<file path="config.mk">
export PLATFORM = sky130hd
export DESIGN_NAME = scan_cycle_timing
export DESIGN_NICKNAME = d
export VERILOG_FILES = /design/src/scan_cycle_timing.v
export VERILOG_INCLUDE_DIRS = /design/src
export SDC_FILE = /design/constraint.sdc
export NUM_CORES = 1
export LEC_CHECK = 0
export BUFFER_PORTS_ARGS = -buffer_cell sky130_fd_sc_hd__buf_2
export CAP_MARGIN = 0
export CELL_PAD_IN_SITES_DETAIL_PLACEMENT = 1
export CELL_PAD_IN_SITES_GLOBAL_PLACEMENT = 2
export CORE_MARGIN = 3
export CORE_UTILIZATION = 39
export DETAILED_ROUTE_END_ITERATION = 6
export GPL_ROUTABILITY_DRIVEN = 1
export PLACE_DENSITY = 0.86
export SLEW_MARGIN = 20
export SYNTH_ARGS = -nofsm -noshare
export SYNTH_HDL_FRONTEND = slang
export SYNTH_SLANG_ARGS = --single-unit
</file>
<file path="constraint.sdc">
create_clock -name ref_clk_i -period 9.5 [get_ports ref_clk_i]
set_input_delay 0 -clock ref_clk_i [delete_from_list [all_inputs] [get_ports ref_clk_i]]
set_output_delay 0 -clock ref_clk_i [all_outputs]
set_load 0.02 [all_outputs]
</file>
<file path="src/scan_cycle_consts.vh">
// Constants for the scan cycle timing and result output block
`ifndef SCAN_CYCLE_CONSTS_VH
`define SCAN_CYCLE_CONSTS_VH
`define CLK_HZ            125000000
`define MS_CYCLES         125000
// Setting units: output and timeout settings are in 10 ms steps, 0 = unlimited
`define STEP_MS           10
`define OUT_TIME_MIN      8'h0A
`define TMO_MIN           12'h00A
`define TMO_MAX           12'h9F6
`define FILT_MIN_MS       7'h01
`define FILT_MAX_MS       7'h64
// Exposure in 10 us steps: 0.09 ms to 10.00 ms
`define EXP_STEP_CYC      1250
`define EXP_MIN           10'h009
`define EXP_MAX           10'h3E8
// Processing limit 27.80 ms, in 10 us steps
`define PROC_MAX          12'h0AD_C
// Lighting limits in 10 us steps
`define LIGHT_NORMAL      10'h1F4
`define LIGHT_BOOST_36    10'h08C
`define LIGHT_BOOST_40    10'h064
`define LIGHT_BOOST_OTH   10'h050
// Phase encodings
`define PH_IDLE           3'h0
`define PH_EXPOSE         3'h1
`define PH_PROCESS        3'h2
`define PH_DECODE         3'h3
`define PH_DONE           3'h4
`endif

</file>
<file path="src/scan_cycle_timing.v">
// Scan cycle timing control with pass and fail result outputs
//
// Contract
// RL1 - Pass output on read or verify success
// RL2 - Fail output on read or verify failure
// RL3 - Per-output polarity selects active high or low
// RL4 - Output time unlimited or 100 to 2550 ms
// RL5 - New request forces result outputs inactive
// RL6 - Reading timeout aborts exposure, processing, decoding
// RL7 - Reading timeout unlimited or 100 to 25500 ms
// RL8 - Decode timeout unlimited or 100 to 25500 ms
// RL9 - Host keeps decode timeout below reading timeout
// RL10 - Trigger filter time 1 to 100 ms
// RL11 - Exposure time 0.09 to 10.00 ms
// RL12 - Image processing at most 27.80 ms
// RL13 - Lighting limit set by mode and frame rate
// RL14 - Unlimited output holds until next request
`timescale 1ns/1ps
`include "scan_cycle_consts.vh"
module scan_cycle_timing #(
  parameter MS_CYC  = `MS_CYCLES,    // Clock cycles per millisecond
  parameter US10_CYC = `EXP_STEP_CYC // Clock cycles per 10 us step
) (
  input  wire        ref_clk_i,      // 125 MHz clock
  input  wire        rstn_i,         // Synchronous reset, active low
  input  wire        trig_i,         // Raw reading trigger, active high
  input  wire [6:0]  filt_ms_i,      // Trigger filter time in ms
  input  wire [9:0]  exp_time_i,     // Exposure in 10 us steps
  input  wire        boost_i,        // Boost lighting mode
  input  wire [1:0]  rate_sel_i,     // 0 hq 36fps, 1 hq 40fps, else other
  input  wire [11:0] read_tmo_i,     // Reading timeout, 10 ms steps, 0 unlimited
  input  wire [11:0] dec_tmo_i,      // Decode timeout, 10 ms steps, 0 unlimited
  input  wire [7:0]  out_time_i,     // Output time, 10 ms steps, 0 unlimited
  input  wire        pass_pol_i,     // Pass output polarity, 1 positive
  input  wire        fail_pol_i,     // Fail output polarity, 1 positive
  input  wire        proc_done_i,    // Image processing finished
  input  wire        dec_done_i,     // Decoder finished
  input  wire        dec_ok_i,       // Decode or verification result good
  output wire        light_o,        // Emitter lighting enable
  output wire        expose_o,       // Sensor exposure enable
  output wire        process_o,      // Image processing enable
  output wire        decode_o,       // Decoder enable
  output wire        abort_o,        // Cycle aborted by reading timeout
  output wire        pass_o,         // Pass result output
  output wire        fail_o          // Fail result output
);

  // Clamp settings into their documented ranges
  wire [6:0]  filt_ms = (filt_ms_i < `FILT_MIN_MS) ? `FILT_MIN_MS :
                        (filt_ms_i > `FILT_MAX_MS) ? `FILT_MAX_MS : filt_ms_i; // RL10
  wire [9:0]  exp_st  = (exp_time_i < `EXP_MIN) ? `EXP_MIN :
                        (exp_time_i > `EXP_MAX) ? `EXP_MAX : exp_time_i; // RL11
  wire [11:0] rd_tmo  = (read_tmo_i == 12'h000) ? 12'h000 :
                        (read_tmo_i < `TMO_MIN) ? `TMO_MIN :
                        (read_tmo_i > `TMO_MAX) ? `TMO_MAX : read_tmo_i; // RL7
  wire [11:0] dc_tmo  = (dec_tmo_i == 12'h000) ? 12'h000 :
                        (dec_tmo_i < `TMO_MIN) ? `TMO_MIN :
                        (dec_tmo_i > `TMO_MAX) ? `TMO_MAX : dec_tmo_i; // RL8
  wire [7:0]  o_time  = (out_time_i == 8'h00) ? 8'h00 :
                        (out_time_i < `OUT_TIME_MIN) ? `OUT_TIME_MIN : out_time_i; // RL4

  // Lighting limit by mode and frame rate
  wire [9:0] light_lim = !boost_i ? `LIGHT_NORMAL :
                         (rate_sel_i == 2'b00) ? `LIGHT_BOOST_36 :
                         (rate_sel_i == 2'b01) ? `LIGHT_BOOST_40 : `LIGHT_BOOST_OTH; // RL13

  // Shared prescalers: 1 ms tick and 10 us tick
  reg [16:0] ms_cnt_q;
  reg [10:0] us_cnt_q;
  wire ms_tick = (ms_cnt_q == MS_CYC - 1);
  wire us_tick = (us_cnt_q == US10_CYC - 1);
  always @(posedge ref_clk_i) begin
    if (!rstn_i) begin
      ms_cnt_q <= 17'h0_0000;
      us_cnt_q <= 11'h000;
    end else begin
      ms_cnt_q <= ms_tick ? 17'h0_0000 : ms_cnt_q + 17'h0_0001;
      us_cnt_q <= us_tick ? 11'h000 : us_cnt_q + 11'h001;
    end
  end

  // Trigger filter: level must hold a full filter time before it is accepted
  reg [6:0] filt_cnt_q;
  reg       trig_raw_q;
  reg       trig_q;
  reg       trig_prev_q;
  always @(posedge ref_clk_i) begin
    if (!rstn_i) begin
      filt_cnt_q  <= 7'h00;
      trig_raw_q  <= 1'b0;
      trig_q      <= 1'b0;
      trig_prev_q <= 1'b0;
    end else begin
      trig_raw_q  <= trig_i;
      trig_prev_q <= trig_q;
      if (trig_raw_q == trig_q) begin
        filt_cnt_q <= 7'h00;
      end else if (ms_tick) begin
        // First tick only starts the count, so a pulse shorter than the filter never lands
        if (filt_cnt_q >= filt_ms) begin // RL10
          trig_q     <= trig_raw_q;
          filt_cnt_q <= 7'h00;
        end else begin
          filt_cnt_q <= filt_cnt_q + 7'h01;
        end
      end
    end
  end
  wire req = trig_q & ~trig_prev_q; // Filtered rising edge starts a cycle

  // Read cycle phases
  reg [2:0]  ph_q;
  reg [11:0] ph_cnt_q;   // 10 us steps within expose and process
  reg [11:0] rd_cnt_q;   // 10 ms steps since request
  reg [11:0] dc_cnt_q;   // 10 ms steps in decode
  reg [3:0]  step_q;     // ms within a 10 ms step
  reg        abort_q;
  reg        res_ok_q;
  reg        res_vld_q;
  wire step_tick = ms_tick && (step_q == 4'h9);
  wire rd_expired = (rd_tmo != 12'h000) && (rd_cnt_q >= rd_tmo);
  wire dc_expired = (dc_tmo != 12'h000) && (dc_cnt_q >= dc_tmo);

  // Sequencer; reading timeout overrides every phase
  always @(posedge ref_clk_i) begin
    if (!rstn_i) begin
      ph_q      <= `PH_IDLE;
      ph_cnt_q  <= 12'h000;
      rd_cnt_q  <= 12'h000;
      dc_cnt_q  <= 12'h000;
      step_q    <= 4'h0;
      abort_q   <= 1'b0;
      res_ok_q  <= 1'b0;
      res_vld_q <= 1'b0;
    end else begin
      res_vld_q <= 1'b0;
      if (ms_tick) begin
        step_q <= (step_q == 4'h9) ? 4'h0 : step_q + 4'h1;
      end
      if (ph_q != `PH_IDLE && step_tick) begin
        rd_cnt_q <= rd_cnt_q + 12'h001;
      end
      if (req) begin
        ph_q     <= `PH_EXPOSE;
        ph_cnt_q <= 12'h000;
        rd_cnt_q <= 12'h000;
        dc_cnt_q <= 12'h000;
        step_q   <= 4'h0;
        abort_q  <= 1'b0;
      end else if (ph_q != `PH_IDLE && rd_expired) begin
        ph_q      <= `PH_IDLE; // RL6
        abort_q   <= 1'b1;     // RL6
        res_ok_q  <= 1'b0;
        res_vld_q <= 1'b1;     // RL2
      end else begin
        case (ph_q)
          `PH_IDLE: begin
            ph_cnt_q <= 12'h000;
          end
          `PH_EXPOSE: begin
            if (us_tick) begin
              if (ph_cnt_q + 12'h001 >= {2'b00, exp_st}) begin // RL11
                ph_q     <= `PH_PROCESS;
                ph_cnt_q <= 12'h000;
              end else begin
                ph_cnt_q <= ph_cnt_q + 12'h001;
              end
            end
          end
          `PH_PROCESS: begin
            // Processing is cut off at its limit so a stalled stage cannot overrun
            if (proc_done_i || (us_tick && ph_cnt_q + 12'h001 >= `PROC_MAX)) begin // RL12
              ph_q     <= `PH_DECODE;
              ph_cnt_q <= 12'h000;
            end else if (us_tick) begin
              ph_cnt_q <= ph_cnt_q + 12'h001;
            end
          end
          `PH_DECODE: begin
            if (step_tick) begin
              dc_cnt_q <= dc_cnt_q + 12'h001;
            end
            if (dec_done_i) begin
              ph_q      <= `PH_IDLE;
              res_ok_q  <= dec_ok_i;  // RL1
              res_vld_q <= 1'b1;
            end else if (dc_expired) begin
              ph_q      <= `PH_IDLE;  // RL8
              res_ok_q  <= 1'b0;      // RL2
              res_vld_q <= 1'b1;
            end
          end
          default: begin
            ph_q <= `PH_IDLE;
          end
        endcase
      end
    end
  end

  // Lighting follows exposure but is cut at the lighting limit
  wire light_on = (ph_q == `PH_EXPOSE) && (ph_cnt_q < {2'b00, light_lim}); // RL13

  // Result outputs and their hold timer
  reg        pass_act_q;
  reg        fail_act_q;
  reg [7:0]  out_cnt_q;
  reg [3:0]  out_step_q;
  always @(posedge ref_clk_i) begin
    if (!rstn_i) begin
      pass_act_q <= 1'b0;
      fail_act_q <= 1'b0;
      out_cnt_q  <= 8'h00;
      out_step_q <= 4'h0;
    end else if (req) begin
      pass_act_q <= 1'b0; // RL5
      fail_act_q <= 1'b0; // RL5
    end else if (res_vld_q) begin
      pass_act_q <= res_ok_q;  // RL1
      fail_act_q <= ~res_ok_q; // RL2
      out_cnt_q  <= 8'h00;
      out_step_q <= 4'h0;
    end else if ((pass_act_q || fail_act_q) && o_time != 8'h00 && ms_tick) begin
      // Zero setting skips this, so the output holds until the next request
      out_step_q <= (out_step_q == 4'h9) ? 4'h0 : out_step_q + 4'h1; // RL14
      if (out_step_q == 4'h9) begin
        if (out_cnt_q + 8'h01 >= o_time) begin // RL4
          pass_act_q <= 1'b0;
          fail_act_q <= 1'b0;
        end
        out_cnt_q <= out_cnt_q + 8'h01;
      end
    end
  end

  // Output flops, polarity applied before the register
  reg pass_q;
  reg fail_q;
  reg light_q;
  always @(posedge ref_clk_i) begin
    if (!rstn_i) begin
      pass_q  <= 1'b0;
      fail_q  <= 1'b0;
      light_q <= 1'b0;
    end else begin
      pass_q  <= pass_act_q ~^ pass_pol_i; // RL3
      fail_q  <= fail_act_q ~^ fail_pol_i; // RL3
      light_q <= light_on;
    end
  end

  assign pass_o    = pass_q;
  assign fail_o    = fail_q;
  assign light_o   = light_q;
  assign expose_o  = (ph_q == `PH_EXPOSE);
  assign process_o = (ph_q == `PH_PROCESS);
  assign decode_o  = (ph_q == `PH_DECODE);
  assign abort_o   = abort_q;

endmodule

</file>
==> run summary, run 1 <==
most frequent cells in the layout: nor2_1 (107), dfxtp_1 (100), nand2_1 (70), ha_1 (70), buf_2 (66)
Die W: 136 um
DR vias: 5965
total CTS buffers: 9
fin cells: 1087
# DRC: 0
antenna diode count: 0
CORE AREA: 16200 um^2
area share of the leading cell type in the synthesized netlist: 30.5%
Max Cap Violations: 0
initial antenna violation count: 0
DR vias/cell: 5.49
Area contributors post-synth: dfxtp_1 (30%), ha_1 (13%), nor2_1 (6.1%)
number of port buffers: 66
DP Worst Slack: 6.01 ns
CP max FO: 10
gpl congestion: 0.869
# fillers: 1968
Layout Skew: 0.0103 ns
first-pass GRT wire length: 29.2 mm
Routed Wire Length: 17.0 mm
area growth from synthesis to layout: 13.3%
sequential cell area fraction in the yosys report: 30.5%
Post-synth EDFFs: 0
drt wl/cell: 15.6 um
Worst Min Path Start: boost_i
Final #Nets: 996
CTS tree: done
H-Tree Depth: 3
Initial DRC Count: 195
pin count of the biggest net entering global routing: 33
Yosys cell types: 66
FF+latch count, synth: 100
minimum clock period: 3.55 ns
Final Max Tran Viols: 0
Max Root-Sink Buffers: 2
Die Y: 136 um
# rows: 46
Pwr per Cell Area: 120 nW/um^2
Ports: 67
syn_nets: 934
worst setup margin: 5.95 ns
synthesized area: 6570 um^2
yosys warns: 0
CTS Root Cell: clkbuf_16
hold buffers post-CTS: 3
post-synth top area cell: dfxtp_1
most common cell after layout, fill and taps aside: nor2_1
Clock Pin Slew Worst Setup and Hold Paths: 0.07 ns
element type at the critical path end: flop
Total Routing Usage GR: 19.0%
Clock Latency Late Sink: 0.35 ns
reg-to-reg startpoint: ph_cnt_q[0]
clock sink count: 100
Setup crit start: ph_cnt_q[0]
sum of net half-perimeters after detailed placement: 13.3 mm
HP Class: in2reg
Final ANT Viol Nets: 0
Detailed Routing Iterations Pass 1: 4
Max transition margin: 35.4%
Async SR Flop Fraction: 0%
die footprint: 18400 um^2
fin crit share: 37.3%
synthesized area per cell: 8.17 um^2
Post-CTS Setup Inserts: 0
unrepaired setup endpoints after global routing: false
fmax: 282 MHz
CP Class: reg2reg
Primary FF master, synth: dfxtp_1
Final Hold Viols: 0
GRT overflow: 0
status: finished, final reports clean
slew of the pin with the lowest slew margin: 0.965 ns
share of cells above drive strength 1: 10.9%
post-placement cell count: 1068
VDD IR max: 96.1 uV
leakage power: 3.16 nW
cts repair resizes: 0
CP required: 9.81 ns
worst endpoint data arrival time: 3.85 ns
Initial Util: 40.6%
Fin Setup TNS: 0 ns
final setup violation count: 0
Gate Count Post-Synth: 804
Critical Path Start Type: flop
vias in the first global route: 6247
## final cells by class
cell class	count	area, um^2	share of cell area (%)
tap	216	270	3.63
sequential	100	2000	26.9
inverter	33	124	1.66
clock inverter	5	83.8	1.13
clock buffer	11	233	3.13
timing repair buffer	70	368	4.94
multi-input combinational	652	4360	58.6
## flip-flops by register name, summed over array words and instances, names as in the netlist, 4 cells and up
register and cells:
out_step_q 4, dc_cnt_q 12, filt_cnt_q 7, ph_cnt_q 12, rd_cnt_q 12, ms_cnt_q 17
us_cnt_q 11, out_cnt_q 8, step_q 4
## through the flow
stage	total power [mW]	area, um^2	util [%]	hold slack (ns)
after floorplan	0.471	6570	-	0.127
after global placement	0.497	7090	43.9	0.222
after detailed placement	0.502	7090	43.9	0.225
after CTS	0.902	7440	46.0	0.0365
after global routing	0.930	7440	46.0	0.0615
final	0.889	7440	46.0	0.0461
## path summary, 6_finish.rpt
kind / cells after the start / end / slack [ns]
setup reg to reg: 11 / ph_cnt_q[0] / 5.95
hold / removal: 3 / light_o / 0.05
setup / recovery: 11 / ph_cnt_q[0] / 5.95
hold reg to reg: 1 / ms_cnt_q[0] / 0.46
## logic make-up (layout without fill, tap and decap cells)
| logic type | Yosys count | in the layout | share of synthesized area, % |
|---|---|---|---|
| fa+ha+maj | 70 | 70 | 13.3 |
| buf+inv | 52 | 119 | 3.16 |
| compound gates | 157 | 157 | 16.1 |
| flops | 100 | 100 | 30.5 |
| mux | 5 | 5 | 0.781 |
| simple gates | 357 | 357 | 27.7 |
| xor+xnor | 63 | 63 | 8.40 |
## synth_stat cells (6+ instances only)
master	n
a211oi_1	8
or3_1	14
nand4_1	16
a31oi_1	7
and2_1	9
a21o_1	15
a21oi_1	29
xnor2_1	31
ha_1	70
dfxtp_1	100
nor3_1	26
clkbuf_1	14
a32o_1	6
o21ai_0	35
xor2_1	32
nand2_1	70
nand2b_1	13
nor2b_1	10
and3_1	12
nand3_1	37
nor2_1	107
o22ai_1	6
nor4_1	9
a22o_1	6
inv_1	33
## worst max-delay path, cell delays in order, from the launching register on
cell and delay [ns]:
dfxtp_1 0.46, ha_1 0.42, xor2_1 0.24, ha_1 0.28, a211o_1 0.30, a31oi_1 0.14
nor3_1 0.08, o311a_1 0.34, o31ai_1 0.32, a21boi_2 0.31, and4_1 0.40, mux2_2 0.20
## where the power goes
part | switching [mW] | leakage (nW) | internal (mW)
Combinational | 0.0388 | 2.21 | 0.0292
Clock | 0.165 | 0.146 | 0.232
Sequential | 0.00249 | 0.807 | 0.422
## routing by layer
layer	up-vias	part of all wire, %	global-route usage [%]
li1	3012	-	-
met1	2880	46	23.4
met2	56	50	34.6
met3	17	2.5	3.31
met4	0	1.1	4.48
met5	-	0	0
Note: power is estimated with default switching activity, not from simulation.
==> run 2, diff against run 1 <==
Settings changed: CORE_UTILIZATION 39 to 36, PLACE_DENSITY 0.86 to 0.8.
Clock period 9.5 ns to 3.5 ns, I/O delays scaled along.
==> run summary, run 2 (synthesized netlist as in run 1, its figures left out) <==
H-Tree Depth: 3 (unchanged)
most frequent cells in the layout: nor2_1 (107), dfxtp_1 (96), nand2_1 (70), ha_1 (70), buf_2 (66)
final setup violation count: 0 (unchanged)
Pwr Total: 2.39 mW (+170%)
GRT overflow: 0 (unchanged)
CP max FO: 7 (-3)
Final #Nets: 1003 (+0.70%)
Clock Latency Late Sink: 0.35 ns (about the same)
Worst Hold Depth: 3 (unchanged)
Initial DRC Count: 161 (-17%)
DR vias: 6015 (+0.84%)
drt wl/cell: 15.7 um (+0.45%)
Fin Setup TNS: 0 ns (unchanged)
share of cells above drive strength 1: 12.2% (+1.3 points)
Post-CTS Setup Inserts: 0 (unchanged)
worst endpoint data arrival time: 3.52 ns (-0.33 ns)
Routed Wire Length: 17.3 mm (+1.8%)
max incr delay on CP: 0.44 ns (-0.02 ns)
CP Cell Sequence: ha_1 > xor2_1 > ha_1 > a211o_1 > a31oi_1 > nor3_1 > o311a_1 > o31ai_1 > a21boi_2 > and4_1 > mux2_2
Layout Skew: 0.00772 ns (-0.00257 ns)
Max Cap Violations: 0 (unchanged)
Die Y: 141 um (+3.9%)
# DRC: 0 (unchanged)
FF-to-FF path depth: 11 (unchanged)
CTS tree: done
unrepaired setup endpoints after global routing: false
CTS Root Cell: clkbuf_16
CP Class: reg2reg
Critical Path Start Type: flop
HP Class: in2reg
antenna diode count: 0 (unchanged)
area of the multi-input gates: 4360 um^2 (unchanged)
most common cell after layout, fill and taps aside: nor2_1
first-pass GRT wire length: 29.9 mm (+2.5%)
Most common cell on crit path: ha_1
minimum clock period: 3.23 ns (-0.320 ns)
Reg area: 2010 um^2 (+0.25%)
gpl congestion: 0.839 (-3.5%)
VDD IR max: 213 uV (+120%)
vias in the first global route: 6417 (+2.7%)
# rows: 48 (+4.3%)
number of port buffers: 66 (unchanged)
Final Hold Viols: 0 (unchanged)
element type at the critical path end: flop
slew of the pin with the lowest slew margin: 0.959 ns (-0.00576 ns)
CORE AREA: 17600 um^2 (+8.8%)
Detailed Routing Iterations Pass 1: 4 (unchanged)
die footprint: 19900 um^2 (+8.0%)
reg2reg end: ph_cnt_q[0]
Worst Hold End: light_o
Largest Register: ms_cnt_q
Die W: 141 um (+3.9%)
Worst Min Path Start: boost_i
leakage power: 3.21 nW (+1.5%)
Total Routing Usage GR: 17.8% (-1.2 points)
status: finished, final reports clean
Initial Util: 37.3% (-3.3 points)
sum of net half-perimeters after detailed placement: 13.8 mm (+3.6%)
pin count of the biggest net entering global routing: 29 (-12%)
Max Root-Sink Buffers: 2 (unchanged)
Ports: 67 (unchanged)
DR vias/cell: 5.46 (-0.53%)
Max transition margin: 35.8% (+0.39 points)
CP required: 3.79 ns (-6.02 ns)
fmax: 310 MHz (+9.9%)
reg-to-reg startpoint: ph_cnt_q[1]
total CTS buffers: 9 (unchanged)
CP max stage cell: dfxtp_1
clock sink count: 100 (unchanged)
Worst R2R Setup Slack: 0.27 ns (-5.68 ns)
Final ANT Viol Nets: 0 (unchanged)
fin crit share: 92.2% (+55 points)
# fillers: 2161 (+9.8%)
max reg flops: 17 (unchanged)
initial antenna violation count: 0 (unchanged)
area growth from synthesis to layout: 14.2%
Final Max Tran Viols: 0 (unchanged)
Clock Pin Slew Worst Setup and Hold Paths: 0.07 ns (about the same)
Pwr per Cell Area: 318 nW/um^2 (+170%)
[run 2: area by class of cell]
| cell class | count | area share, % |
|---|---|---|
| Multi-Input combinational cell | 652 | 58.1 |
| Sequential cell | 100 | 26.7 |
| Timing Repair Buffer | 77 | 5.60 |
| Tap cell | 225 | 3.75 |
| Clock buffer | 12 | 3.55 |
| Inverter | 33 | 1.65 |
| Clock inverter | 3 | 0.584 |
[run 2: report_power, final]
part | switching, mW | leakage [nW] | total (mW) | internal [mW]
logic | 0.107 | 2.24 | 0.187 | 0.0800
clock network | 0.438 | 0.155 | 1.05 | 0.611
registers | 0.00688 | 0.809 | 1.15 | 1.14
[run 2: worst max-delay path by stage]
stage                   from          end  slack, ns  depth (start not counted)
2_1_floorplan    ph_cnt_q[0]  ph_cnt_q[0]       0.38                         13
3_3_place_gp   read_tmo_i[7]  dc_cnt_q[5]       0.36                         15
3_5_place_dp   read_tmo_i[7]  dc_cnt_q[5]       0.21                         15
4_1_cts          ph_cnt_q[0]  ph_cnt_q[0]       0.24                         11
5_1_grt          ph_cnt_q[1]  ph_cnt_q[0]      0.007                         11
6_report         ph_cnt_q[1]  ph_cnt_q[0]       0.27                         11
[run 2: worst max-delay path: cells and delay by family, from the launching register on]
kind                     cells  cell delay, ns
XOR/XNOR                     1            0.22
adder cells (fa/ha/maj)      2            0.52
flip-flops                   1            0.44
AND/OR/NAND/NOR              2            0.45
AO/OA/AOI/OAI                5            1.33
multiplexers                 1            0.20
[run 2: stage by stage]
stage               hold WS (ns)  setup WS [ns]  std cells  util, %  area, um^2
finish                    0.0390          0.273       1102     42.6        7500
detailed placement         0.246          0.215       1084     40.7        7160
CTS                       0.0260          0.239       1102     42.6        7500
global route              0.0408        0.00710       1102     42.6        7500
global placement           0.249          0.363       1084     40.7        7160
floorplan                  0.127          0.379        804        -        6570
[run 2: repair_timing]
item | CTS | global route
gates resized for setup | 0 | 4
setup endpoints to repair | 0 | 4
hold buffers | 3 | 0
hold endpoints to repair | 3 | 0
[run 2: metal layers]
layer,global-route usage (%),vias to the layer above,part of all wire [%]
met5,0,-,0
met4,5.35,0,1.3
met3,2.34,17,2.6
met2,32.4,68,50
met1,21.9,2915,46
li1,-,3015,-
